==> config.mk <==
export PLATFORM = sky130hd
export DESIGN_NAME = bus_event_monitor
export DESIGN_NICKNAME = d
export VERILOG_FILES = /design/src/include/bus_event_monitor_pkg.sv /design/src/hw/bus_event_monitor.sv
export SDC_FILE = /design/constraint.sdc
export NUM_CORES = 1
export LEC_CHECK = 0
export BUFFER_PORTS_ARGS = -buffer_cell sky130_fd_sc_hd__buf_2
export CAP_MARGIN = 20
export CORE_AREA = 2 2 362 364
export DETAILED_ROUTE_END_ITERATION = 8
export DIE_AREA = 0 0 364 366
export GPL_TIMING_DRIVEN = 0
export PLACE_DENSITY = 0.39
export SLEW_MARGIN = 15
export SYNTH_ARGS = -nofsm -noshare
export SYNTH_HDL_FRONTEND = slang
export SYNTH_SLANG_ARGS = --single-unit
==> constraint.sdc <==
create_clock -name sys_clk_in -period 8.34 [get_ports sys_clk_in]
set_input_delay 0.417 -clock sys_clk_in [delete_from_list [all_inputs] [get_ports sys_clk_in]]
set_output_delay 0.417 -clock sys_clk_in [all_outputs]
set_load 0.005 [all_outputs]
==> src/include/bus_event_monitor_pkg.sv <==
package bus_event_monitor_pkg;

   // --------------------------------------------------------------------
   // Sizes
   // --------------------------------------------------------------------
   localparam int unsigned NUM_COMPARATORS = 8;
   localparam int unsigned NUM_COUNTERS    = 4;
   localparam int unsigned BUS_WIDTH       = 32;
   localparam int unsigned COUNT_WIDTH     = 32;
   localparam int unsigned COMP_IDX_WIDTH  = 3;

   // --------------------------------------------------------------------
   // Comparison functions
   // --------------------------------------------------------------------
   typedef enum logic [2:0] {
      CMP_EQ = 3'h0,
      CMP_NE = 3'h1,
      CMP_GT = 3'h2,
      CMP_GE = 3'h3,
      CMP_LT = 3'h4,
      CMP_LE = 3'h5
   } compare_op_e;

   // --------------------------------------------------------------------
   // Counter modes
   // --------------------------------------------------------------------
   typedef enum logic [1:0] {
      CNT_IDLE     = 2'h0,
      CNT_EVENT    = 2'h1,
      CNT_DURATION = 2'h2
   } counter_state_e;

   localparam logic [COUNT_WIDTH-1:0] COUNT_RESET = 32'h0000_0000;
   localparam logic [COUNT_WIDTH-1:0] COUNT_ONE   = 32'h0000_0001;
   localparam logic [BUS_WIDTH-1:0]   BUS_ZERO    = 32'h0000_0000;

endpackage : bus_event_monitor_pkg

==> src/hw/bus_event_monitor.sv <==
`timescale 1ns/100ps

module bus_event_monitor
   import bus_event_monitor_pkg::*;
#(
   parameter int unsigned NUM_COMP  = bus_event_monitor_pkg::NUM_COMPARATORS,
   parameter int unsigned NUM_CNT   = bus_event_monitor_pkg::NUM_COUNTERS,
   parameter int unsigned NUM_BUSES = 4
) (
   input  wire logic                                         sys_clk_in,
   input  wire logic                                         resetn_in,
   input  wire logic [NUM_BUSES*bus_event_monitor_pkg::BUS_WIDTH-1:0] bus_data_in,
   input  wire logic [NUM_BUSES-1:0]                         bus_valid_in,
   input  wire logic [NUM_COMP*2-1:0]                        comp_bus_sel_in,
   input  wire logic [NUM_COMP*bus_event_monitor_pkg::BUS_WIDTH-1:0]  comp_ref_in,
   input  wire logic [NUM_COMP*bus_event_monitor_pkg::BUS_WIDTH-1:0]  comp_mask_in,
   input  wire logic [NUM_COMP*3-1:0]                        comp_op_in,
   input  wire logic [NUM_COMP-1:0]                          comp_enable_in,
   input  wire logic [NUM_COMP-1:0]                          comp_int_enable_in,
   input  wire logic [NUM_COMP-1:0]                          comp_break_enable_in,
   input  wire logic [NUM_COMP-1:0]                          comp_watch_enable_in,
   input  wire logic [NUM_COMP-1:0]                          and_mask_in,
   input  wire logic [NUM_COMP-1:0]                          or_mask_in,
   input  wire logic                                         and_int_enable_in,
   input  wire logic                                         or_int_enable_in,
   input  wire logic [NUM_CNT-1:0]                           cnt_enable_in,
   input  wire logic [NUM_CNT-1:0]                           cnt_duration_mode_in,
   input  wire logic [NUM_CNT*4-1:0]                         cnt_start_sel_in,
   input  wire logic [NUM_CNT*4-1:0]                         cnt_stop_sel_in,
   input  wire logic [NUM_CNT-1:0]                           cnt_clear_in,
   input  wire logic                                         int_ack_in,
   output logic [NUM_COMP-1:0]                               comp_event_out,
   output logic                                              and_event_out,
   output logic                                              or_event_out,
   output logic                                              breakpoint_out,
   output logic                                              watchpoint_out,
   output logic                                              monitor_event_interrupt_out,
   output logic [NUM_COMP-1:0]                               int_cause_out,
   output logic                                              int_cause_and_out,
   output logic                                              int_cause_or_out,
   output logic [NUM_CNT*bus_event_monitor_pkg::COUNT_WIDTH-1:0]      cnt_value_out,
   output logic [NUM_CNT-1:0]                                cnt_running_out
);
   import bus_event_monitor_pkg::*;

   localparam int unsigned SEL_W = (NUM_BUSES > 1) ? $clog2(NUM_BUSES) : 1;
   localparam int unsigned NUM_SRC = NUM_COMP + 2;

   // Refuse sizes the fixed-width selectors cannot serve
   if (NUM_COMP < 2 || NUM_COMP > 8) begin : g_bad_comp
      $error("NUM_COMP must be 2..8");
   end
   if (NUM_BUSES < 1 || NUM_BUSES > 4) begin : g_bad_buses
      $error("NUM_BUSES must be 1..4 for a 2-bit selector");
   end
   if (NUM_CNT < 1 || NUM_SRC > 16) begin : g_bad_cnt
      $error("Counter event selector reaches at most 16 sources");
   end

   // ---------------------------------------------------------------------
   // Comparators
   // ---------------------------------------------------------------------
   logic [NUM_COMP-1:0] hit;

   always_comb begin
      for (int i = 0; i < NUM_COMP; i++) begin
         logic [1:0]           sel;
         logic [BUS_WIDTH-1:0] val;
         logic [BUS_WIDTH-1:0] refv;
         logic [BUS_WIDTH-1:0] msk;
         sel  = comp_bus_sel_in[i*2 +: 2];
         val  = BUS_ZERO;
         refv = comp_ref_in[i*BUS_WIDTH +: BUS_WIDTH];
         msk  = comp_mask_in[i*BUS_WIDTH +: BUS_WIDTH];
         hit[i] = 1'b0;
         if (32'(sel) < NUM_BUSES) begin
            val = bus_data_in[32'(sel)*BUS_WIDTH +: BUS_WIDTH] & ~msk;
            refv = refv & ~msk;
            case (compare_op_e'(comp_op_in[i*3 +: 3]))
               CMP_EQ:  hit[i] = (val == refv);
               CMP_NE:  hit[i] = (val != refv);
               CMP_GT:  hit[i] = (val >  refv);
               CMP_GE:  hit[i] = (val >= refv);
               CMP_LT:  hit[i] = (val <  refv);
               CMP_LE:  hit[i] = (val <= refv);
               default: hit[i] = 1'b0;
            endcase
            hit[i] = hit[i] & bus_valid_in[sel[SEL_W-1:0]] & comp_enable_in[i];
         end
      end
   end

   // ---------------------------------------------------------------------
   // Event combining and interrupt state
   // ---------------------------------------------------------------------
   logic [NUM_COMP-1:0] comp_event_reg,  comp_event_next;
   logic                and_event_reg,   and_event_next;
   logic                or_event_reg,    or_event_next;
   logic                brk_reg,         brk_next;
   logic                watch_reg,       watch_next;
   logic                irq_reg,         irq_next;
   logic [NUM_COMP-1:0] cause_reg,       cause_next;
   logic                cause_and_reg,   cause_and_next;
   logic                cause_or_reg,    cause_or_next;

   always_comb begin
      logic and_hit;
      logic or_hit;
      logic [NUM_COMP-1:0] int_src;
      logic fire;
      comp_event_next = hit;
      and_hit = (and_mask_in != '0) && ((hit & and_mask_in) == and_mask_in);
      or_hit  = |(hit & or_mask_in);
      and_event_next = and_hit;
      or_event_next  = or_hit;
      brk_next   = |(hit & comp_break_enable_in);
      watch_next = |(hit & comp_watch_enable_in);
      int_src = hit & comp_int_enable_in;
      fire = (|int_src) || (and_hit && and_int_enable_in) || (or_hit && or_int_enable_in);
      // pending until ack, new events win over the ack
      irq_next       = (irq_reg & ~int_ack_in) | fire;
      cause_next     = int_ack_in ? '0 : cause_reg;
      cause_and_next = cause_and_reg & ~int_ack_in;
      cause_or_next  = cause_or_reg & ~int_ack_in;
      // cause shows each firing unit, so both of an OR pair are visible
      if (or_hit && or_int_enable_in)
         cause_next = cause_next | (hit & or_mask_in);
      if (and_hit && and_int_enable_in)
         cause_next = cause_next | (hit & and_mask_in);
      cause_next     = cause_next | int_src;
      cause_and_next = cause_and_next | (and_hit & and_int_enable_in);
      cause_or_next  = cause_or_next | (or_hit & or_int_enable_in);
   end

   always_ff @(posedge sys_clk_in or negedge resetn_in) begin
      if (!resetn_in) begin
         comp_event_reg <= '0;
         and_event_reg  <= 1'b0;
         or_event_reg   <= 1'b0;
         brk_reg        <= 1'b0;
         watch_reg      <= 1'b0;
         irq_reg        <= 1'b0;
         cause_reg      <= '0;
         cause_and_reg  <= 1'b0;
         cause_or_reg   <= 1'b0;
      end else begin
         comp_event_reg <= comp_event_next;
         and_event_reg  <= and_event_next;
         or_event_reg   <= or_event_next;
         brk_reg        <= brk_next;
         watch_reg      <= watch_next;
         irq_reg        <= irq_next;
         cause_reg      <= cause_next;
         cause_and_reg  <= cause_and_next;
         cause_or_reg   <= cause_or_next;
      end
   end

   assign comp_event_out              = comp_event_reg;
   assign and_event_out               = and_event_reg;
   assign or_event_out                = or_event_reg;
   assign breakpoint_out              = brk_reg;
   assign watchpoint_out              = watch_reg;
   assign monitor_event_interrupt_out = irq_reg;
   assign int_cause_out               = cause_reg;
   assign int_cause_and_out           = cause_and_reg;
   assign int_cause_or_out            = cause_or_reg;

   // ---------------------------------------------------------------------
   // Event counters
   // ---------------------------------------------------------------------
   // Counters see the registered events, one cycle behind the comparators
   logic [15:0] src_vec;
   always_comb begin
      src_vec = '0;
      src_vec[NUM_COMP-1:0] = comp_event_reg;
      src_vec[NUM_COMP]     = and_event_reg;
      src_vec[NUM_COMP+1]   = or_event_reg;
   end

   counter_state_e            cst_reg [NUM_CNT];
   counter_state_e            cst_next[NUM_CNT];
   logic [COUNT_WIDTH-1:0]    cval_reg [NUM_CNT];
   logic [COUNT_WIDTH-1:0]    cval_next[NUM_CNT];

   always_comb begin
      for (int c = 0; c < NUM_CNT; c++) begin
         logic st;
         logic sp;
         st = src_vec[cnt_start_sel_in[c*4 +: 4]];
         sp = src_vec[cnt_stop_sel_in[c*4 +: 4]];
         cst_next[c]  = cst_reg[c];
         cval_next[c] = cval_reg[c];
         case (cst_reg[c])
            CNT_IDLE: begin
               if (cnt_enable_in[c] && cnt_duration_mode_in[c] && st) begin
                  cst_next[c]  = CNT_DURATION;
                  cval_next[c] = COUNT_RESET;
               end else if (cnt_enable_in[c] && !cnt_duration_mode_in[c]) begin
                  cst_next[c] = CNT_EVENT;
               end
            end
            CNT_EVENT: begin
               if (!cnt_enable_in[c] || cnt_duration_mode_in[c])
                  cst_next[c] = CNT_IDLE;
               else if (st)
                  cval_next[c] = cval_reg[c] + COUNT_ONE;
            end
            CNT_DURATION: begin
               if (!cnt_enable_in[c] || sp)
                  cst_next[c] = CNT_IDLE;
               else
                  cval_next[c] = cval_reg[c] + COUNT_ONE;
            end
            default: cst_next[c] = CNT_IDLE;
         endcase
         if (cnt_clear_in[c]) begin
            cval_next[c] = COUNT_RESET;
            cst_next[c]  = CNT_IDLE;
         end
      end
   end

   always_ff @(posedge sys_clk_in or negedge resetn_in) begin
      if (!resetn_in) begin
         for (int c = 0; c < NUM_CNT; c++) begin
            cst_reg[c]  <= CNT_IDLE;
            cval_reg[c] <= COUNT_RESET;
         end
      end else begin
         for (int c = 0; c < NUM_CNT; c++) begin
            cst_reg[c]  <= cst_next[c];
            cval_reg[c] <= cval_next[c];
         end
      end
   end

   always_comb begin
      for (int c = 0; c < NUM_CNT; c++) begin
         cnt_value_out[c*COUNT_WIDTH +: COUNT_WIDTH] = cval_reg[c];
         cnt_running_out[c] = (cst_reg[c] != CNT_IDLE);
      end
   end

endmodule : bus_event_monitor

**Word level (Yosys, flattened, before mapping)**

Cells that the tools add are included.
W data, S select, Z words.

- Add/sub/neg operators: 4
- Magnitude comparators: 48
- Equality and inequality tests: 93
- Shifts and indexed selects: 8
- Multiplexer cells: 91
- Bitwise operators: 57
- Reduce and logical (&&, ||, !) cells: 66

Operators with widths:

| operator | count |
|---|---|
| $shiftx A128 B8 Y32 | 8 |
| $mux W32 | 20 |
| $and A32 B32 Y32 | 16 |
| $pmux W32 S3 | 4 |
| $eq A32 B32 Y1 | 8 |
| $ge A32 B32 Y1 | 8 |
| $gt A32 B32 Y1 | 8 |
| $le A32 B32 Y1 | 8 |
| $lt A32 B32 Y1 | 8 |
| $ne A32 B32 Y1 | 8 |
| $not A32 Y32 | 8 |
| $add A32 B1 Y32 const B | 4 |
| $ne A3 B3 Y1 const B | 24 |
| $eq A3 B2 Y1 const B | 16 |
| $eq A3 B3 Y1 const B | 16 |
| $pmux W1 S6 | 8 |
| $and A8 B8 Y8 | 5 |
| $lt A4 B5 Y1 const B | 8 |
| $mux W2 | 20 |
| $bmux W1 S4 | 8 |
| $reduce_or A8 Y1 | 4 |
| $eq A3 B1 Y1 const B | 8 |
| $logic_not A3 Y1 | 8 |
| $lt A2 B3 Y1 const B | 8 |
| 21 further kinds | 126 |

- Register bits after elaboration: 159
- Input bits: 781
- Output and inout port bits: 155
- Word-level logic and storage cells: 384

**Logic depth before layout (Yosys ltp)**

- Word-level depth: 13
- Mapped depth: 15
- Gate-level depth less buffers: 13

**Least setup slack after synthesis**

Ideal clock, no wire load.

- Path kind: input to register
- Start point: input port comp_bus_sel_in[14]
- End point: register cause_reg[6], in the netlist int_cause_out[6]
- Setup time: 0.093 ns
- Data arrival time: 4.775 ns
- Required time: 8.247 ns
- Setup slack: 3.472 ns
- Stages on the path: 14
- Path buffers: 2
- Cell sequence: clkbuf_1 -> buf_1 -> mux4_2 -> nor2b_1 -> ha_1 -> nand4_2 -> or4_4 -> nor4_4 -> mux2i_1 -> nor4bb_1 -> nor3_4 -> a221oi_2 -> nand4_2 -> o31ai_2

- Word-level cells in the longest chain between the ends: 13
- Elaborated cells on any way between the ends: 24
- Classes of those cells: order compare: 4; eq/ne: 3; shift: 1; mux: 5; bitwise: 7; reduce/logical: 4

RTL lines:

| element | RTL line | text |
|---|---|---|
| start, declared | bus_event_monitor.sv:14 | `input wire logic [NUM_COMP*2-1:0] comp_bus_sel_in,` |
| $shiftx A128 B8 Y32 | bus_event_monitor.sv:77 | `val = bus_data_in[32'(sel)*BUS_WIDTH +: BUS_WIDTH] & ~msk;` |
| $and A32 B32 Y32 | bus_event_monitor.sv:77 |  |
| $le A32 B32 Y1 (tied with other cells) | bus_event_monitor.sv:85 | `CMP_LE: hit[i] = (val <= refv);` |
| $pmux W1 S6 | bus_event_monitor.sv:79 | `case (compare_op_e'(comp_op_in[i*3 +: 3]))` |
| $and A1 B1 Y1 (*) (2 in a row) | bus_event_monitor.sv:88 | `hit[i] = hit[i] & bus_valid_in[sel[SEL_W-1:0]] & comp_enable_in[i];` |
| $and A8 B8 Y8 | bus_event_monitor.sv:113 | `or_hit = \|(hit & or_mask_in);` |
| $reduce_or A8 Y1 | bus_event_monitor.sv:113 |  |
| $logic_and A1 B1 Y1 | bus_event_monitor.sv:126 | `if (or_hit && or_int_enable_in)` |
| $mux W8 | bus_event_monitor.sv:126 |  |
| $or A8 B8 Y8 | bus_event_monitor.sv:129 | `cause_next = cause_next \| (hit & and_mask_in);` |
| $mux W8 (*) | bus_event_monitor.sv:128 | `if (and_hit && and_int_enable_in)` |
| $or A8 B8 Y8 (*) | bus_event_monitor.sv:130 | `cause_next = cause_next \| int_src;` |
| named net cause_next[6] | bus_event_monitor.sv:102 | `logic [NUM_COMP-1:0] cause_reg, cause_next;` |
| end signal, assigned | bus_event_monitor.sv:153 | `cause_reg <= cause_next;` |
| end, declared | bus_event_monitor.sv:102 |  |

The timed path passes the listed nets; every way through them passes the cells marked *. The select of a mux whose other input is x is not followed.
A chain may end at the register's enable or synchronous reset.

**Final worst setup path**

- Start point: input port comp_bus_sel_in[12]
- End point: register cause_reg[6], in the netlist int_cause_out[6]

- Word-level cells in the longest chain between the ends: 13
- Elaborated cells on any way between the ends: 26
- Classes of those cells: order compare: 4; eq/ne: 3; shift: 1; mux: 5; bitwise: 9; reduce/logical: 4

RTL lines:

| element | RTL line | text |
|---|---|---|
| $shiftx A128 B8 Y32 | bus_event_monitor.sv:77 |  |
| $and A32 B32 Y32 | bus_event_monitor.sv:77 |  |
| $le A32 B32 Y1 (tied with other cells) | bus_event_monitor.sv:85 |  |
| $pmux W1 S6 | bus_event_monitor.sv:79 |  |
| $and A1 B1 Y1 (*) (2 in a row) | bus_event_monitor.sv:88 |  |
| named net comp_event_next[6] | bus_event_monitor.sv:96 | `logic [NUM_COMP-1:0] comp_event_reg, comp_event_next;` |
| $and A8 B8 Y8 | bus_event_monitor.sv:113, bus_event_monitor.sv:127 |  |
| $reduce_or A8 Y1 | bus_event_monitor.sv:113 |  |
| $logic_and A1 B1 Y1 | bus_event_monitor.sv:126 |  |
| $mux W8 | bus_event_monitor.sv:126 |  |
| $or A8 B8 Y8 | bus_event_monitor.sv:129 |  |
| $mux W8 | bus_event_monitor.sv:128 |  |
| $or A8 B8 Y8 (*) | bus_event_monitor.sv:130 |  |
| named net cause_next[6] | bus_event_monitor.sv:102 |  |

Marks and branches as above.

==> summary.txt <==
Placed design
  – Placed insts: 5310
  – Placed cell area: 0.03183 mm^2
  – Port-buffer cells: 918
  – Post-detail-place hpwl: 142200 um
  – Pre-CTS WS: 1206 ps
  – Placer Congestion: 0.9762

Pwr
  – Int Power: 1909 uW
  – Worst vdd ir: 0.00008837 V
  – Combinational power share: 0.495
  – Clock power share: 0.250
  – Psw: roughly 1300 uW
  – Reg power frac: 0.255
  – Pleak: about 0.014 uW
  – Sw Share: 0.4074
  – Pwr Density: slightly below 100 mW/mm^2

Global routing
  – Total GRT Usage: 0.2390
  – Initial antenna violation count: 112
  – Vias in the first global route: 27230
  – Total grt overflow: 0
  – Pin count of the biggest net entering global routing: 90
  – First-pass GRT wire length: 221100 um

Worst setup path
  – Crit path max-delay cell type: nor4_1
  – Register-to-Register Path Depth: 10
  – Reg-to-Reg Start: comp_event_out[5]$_DFF_PN0_
  – Cell Chain, Critical Path: clkbuf_1 > buf_1 > mux4_2 > nor2b_1 > ha_1 > nand4_1 > nor4_1 > nand2_1 > xnor2_1 > a2111oi_0 > nor3_2 > buf_4 > inv_1 > o221a_1 > nand4_2 > o31ai_2
  – RR Endpoint: cnt_value_out[10]$_DFFE_PN0P_
  – CP top delay family: simple AND/OR/NAND/NOR gates
  – Setup crit end kind: register
  – Buf/Inv on CP: 4
  – R2R Setup Slk: 4630 ps
  – Crit path DAT: around 6700 ps
  – CP max stage delay: ~900 ps
  – Crit start category: primary input
  – Critical Path RT: 8680 ps
  – Worst Path Max Fanout: 10
  – Critical path class: primary input to register

Hold path
  – Min-delay worst type: primary input to register
  – Worst hold endpoint: int_cause_and_out$_DFF_PN0_
  – Hold depth: 2
  – Worst Hold Launch: int_ack_in

Timing
  – Layout Skew: roughly 19 ps
  – Min cycle time layout: 6338 ps
  – Fmax: between 150 and 200 MHz
  – RSZ-0062 raised after global routing: false
  – # setup viols final: 0
  – Endpoints failing hold: 0
  – Relative slew slack: 0.2009
  – Worst setup margin: ~2000 ps
  – Post-Route Setup TNS: 0 ps
  – Final period util: 0.7599
  – Slew Limit Fails: 0
  – Tightest Pin Transition: 1199 ps

Clock network
  – CTS tree: built
  – Clock root buffer master: clkbuf_16
  – Clock Latency Late Sink: 450 ps
  – Num Clock Sinks: 159
  – H-tree levels: 4
  – Post-CTS resize count: 0
  – Worst-path clk slew: 70 ps
  – Clock Tree Buf Depth: 2
  – Inserted Clock Buffers: 17

Layout
  – Layout fillers: 14240
  – Design Area, Final: 0.03262 mm^2
  – Area grow syn2layout: 31.38%
  – Multi-input gate area: between 0.02 and 0.025 mm^2
  – Final Non-Filler Cells: 5409
  – Nets@finish: around 4600
  – Largest register FFs: about 130
  – Share of cells above drive strength 1: 0.3598
  – Seq. cell area: roughly 0.0040 mm^2

Run status
  – Status: finished, final reports clean

Logic synthesis
  – Asr flop ratio synth: 1.000
  – Yosys reg bits: 159
  – Post-synthesis xor/xnor area fraction: 0.02011
  – Post-synthesis mux area share: 0.2611
  – Dominant combinational cell family by area after synthesis: simple AND/OR/NAND/NOR gates
  – Synth Cell Area: 0.02483 mm^2
  – Synth Area in Adders: 0.1371
  – Most frequent cell after synthesis: nor2b_1
  – Synth Area in Compound Gates: 0.1261
  – Commonest cells in the netlist: nor2b_1, mux4_2, nand2b_1, ha_1, dfrtp_1
  – Mapped Nets: 3689
  – Area contributors post-synth: mux4_2, dfrtp_1, ha_1, nor2b_1, nand2b_1
  – Post-Synth Simple-Gate Area: 0.2721
  – Post-Syn Instances: 2636
  – Seq/Total Area, Yosys: 0.1603
  – Top cell type by total area after synthesis: mux4_2
  – Share of the synthesized area in the top cell type: 0.2540
  – Post-synthesis cell type count: 88
  – Synth warn: 0
  – Number of synthesized flops with an enable pin: 0
  – Synthesized area per cell: around 9.4 um^2
  – Ys flop type: dfrtp_1

Drt
  – # DRC: 0
  – Routed wire per std cell: 30.38 um
  – 1st-iter DRT viols: 2304
  – Final ANT Viol Nets: 0
  – Routed via count: approximately 27000
  – Final wirelength: roughly 160000 um
  – Drt first pass iters: 5
  – Vias per Instance: 5.066

Floorplanning
  – Core Rows: around 130
  – Die X: ~360 um
  – Starting Density: 0.1925
  – Ports: 936
  – Die Span Y: 366 um
  – Core footprint: 0.1290 mm^2
  – Area of the die: 0.1332 mm^2

Job
  – Max-cap violations: 0
==> per-layer routing <==
metal	part of all wire	wire length (um)	up-vias	global-route usage
li1	-	-	12140	-
met4	0.053	8701	46	0.1052
met1	0.39	64250	13500	0.2872
met3	0.082	13450	331	0.05766
met5	0.0019	304	-	0
met2	0.47	77590	1379	0.4025
==> worst register-to-register path: stages, from the launching register on <==
cell,delay [ps]
dfrtp_1,610
mux4_2,570
mux2i_1,130
o22ai_1,110
o211ai_1,100
o21ai_1,100
a21oi_1,630
nand2b_1,190
clkbuf_1,430
clkbuf_1,510
o21ai_0,180
==> power groups by stage <==
stage	combinational (uW)	sequential, uW	clock, uW
floorplan	825	820	0
global placement	1560	838	0
detailed placement	1570	839	0
CTS	1580	823	838
global route	1720	824	862
finish	1590	822	806
==> metrics by stage <==
| stage | power (uW) | util | hold WS (ps) |
|---|---|---|---|
| 6_report | 3222 | 0.2529 | 184.9 |
| 5_1_grt | 3406 | 0.2524 | 166.0 |
| 4_1_cts | 3245 | 0.2514 | 155.6 |
| 3_5_place_dp | 2413 | 0.2468 | 444.3 |
| 3_3_place_gp | 2402 | 0.2450 | 467.4 |
| 2_1_floorplan | 1645 | - | 121.4 |
==> cells in the final DEF (no fill, tap or decap), types with 14 or more instances in the layout <==
master / instances
buf_2: 925
nor2b_1: 283
mux4_2: 280
nand2b_1: 274
ha_1: 272
dfrtp_1: 159
a21oi_1: 157
nand2_1: 145
o21ai_0: 143
nor2_1: 142
nand4_1: 98
clkbuf_1: 74
nand3_1: 64
diode_2: 62
inv_1: 50
and3_1: 40
nor3_1: 32
xnor2_1: 30
o21ai_1: 28
xor2_1: 27
buf_1: 23
a21o_1: 21
o31ai_1: 21
a31oi_1: 20
nor4_1: 19
clkbuf_16: 17
or3_1: 14
==> cells by family after synthesis <==
logic type      Yosys count
mux                     297
xor+xnor                 57
compound gates          508
flops                   159
simple gates           1190
fa+ha+maj               272
buf+inv                 153
==> final cells by class <==
cell class / count / area share
multi-input combinational: 2324 / 0.6243
timing repair buffer: 937 / 0.1466
sequential: 159 / 0.1220
tap: 1742 / 0.06683
clock buffer: 19 / 0.01389
buffer: 101 / 0.01178
inverter: 52 / 0.005984
antenna: 62 / 0.004757
clock inverter: 13 / 0.003913
==> worst max path at each step <==
stage,from,end,slack [ps],depth (start not counted)
6_report,comp_bus_sel_in[12],int_cause_out[6]$_DFF_PN0_,2000,16
5_1_grt,comp_bus_sel_in[12],int_cause_out[6]$_DFF_PN0_,1700,16
4_1_cts,comp_bus_sel_in[10],monitor_event_interrupt_out$_DFF_PN0_,1660,15
3_5_place_dp,comp_bus_sel_in[10],monitor_event_interrupt_out$_DFF_PN0_,1210,15
3_3_place_gp,comp_bus_sel_in[10],monitor_event_interrupt_out$_DFF_PN0_,130,15
2_1_floorplan,comp_bus_sel_in[14],int_cause_out[6]$_DFF_PN0_,3470,14
==> timing repair <==
item / CTS / global route
hold endpoints to repair: 70 / 0
setup buffers: 0 / 0
hold buffers: 1 / 0
Note: power is estimated with default switching activity, not from simulation.
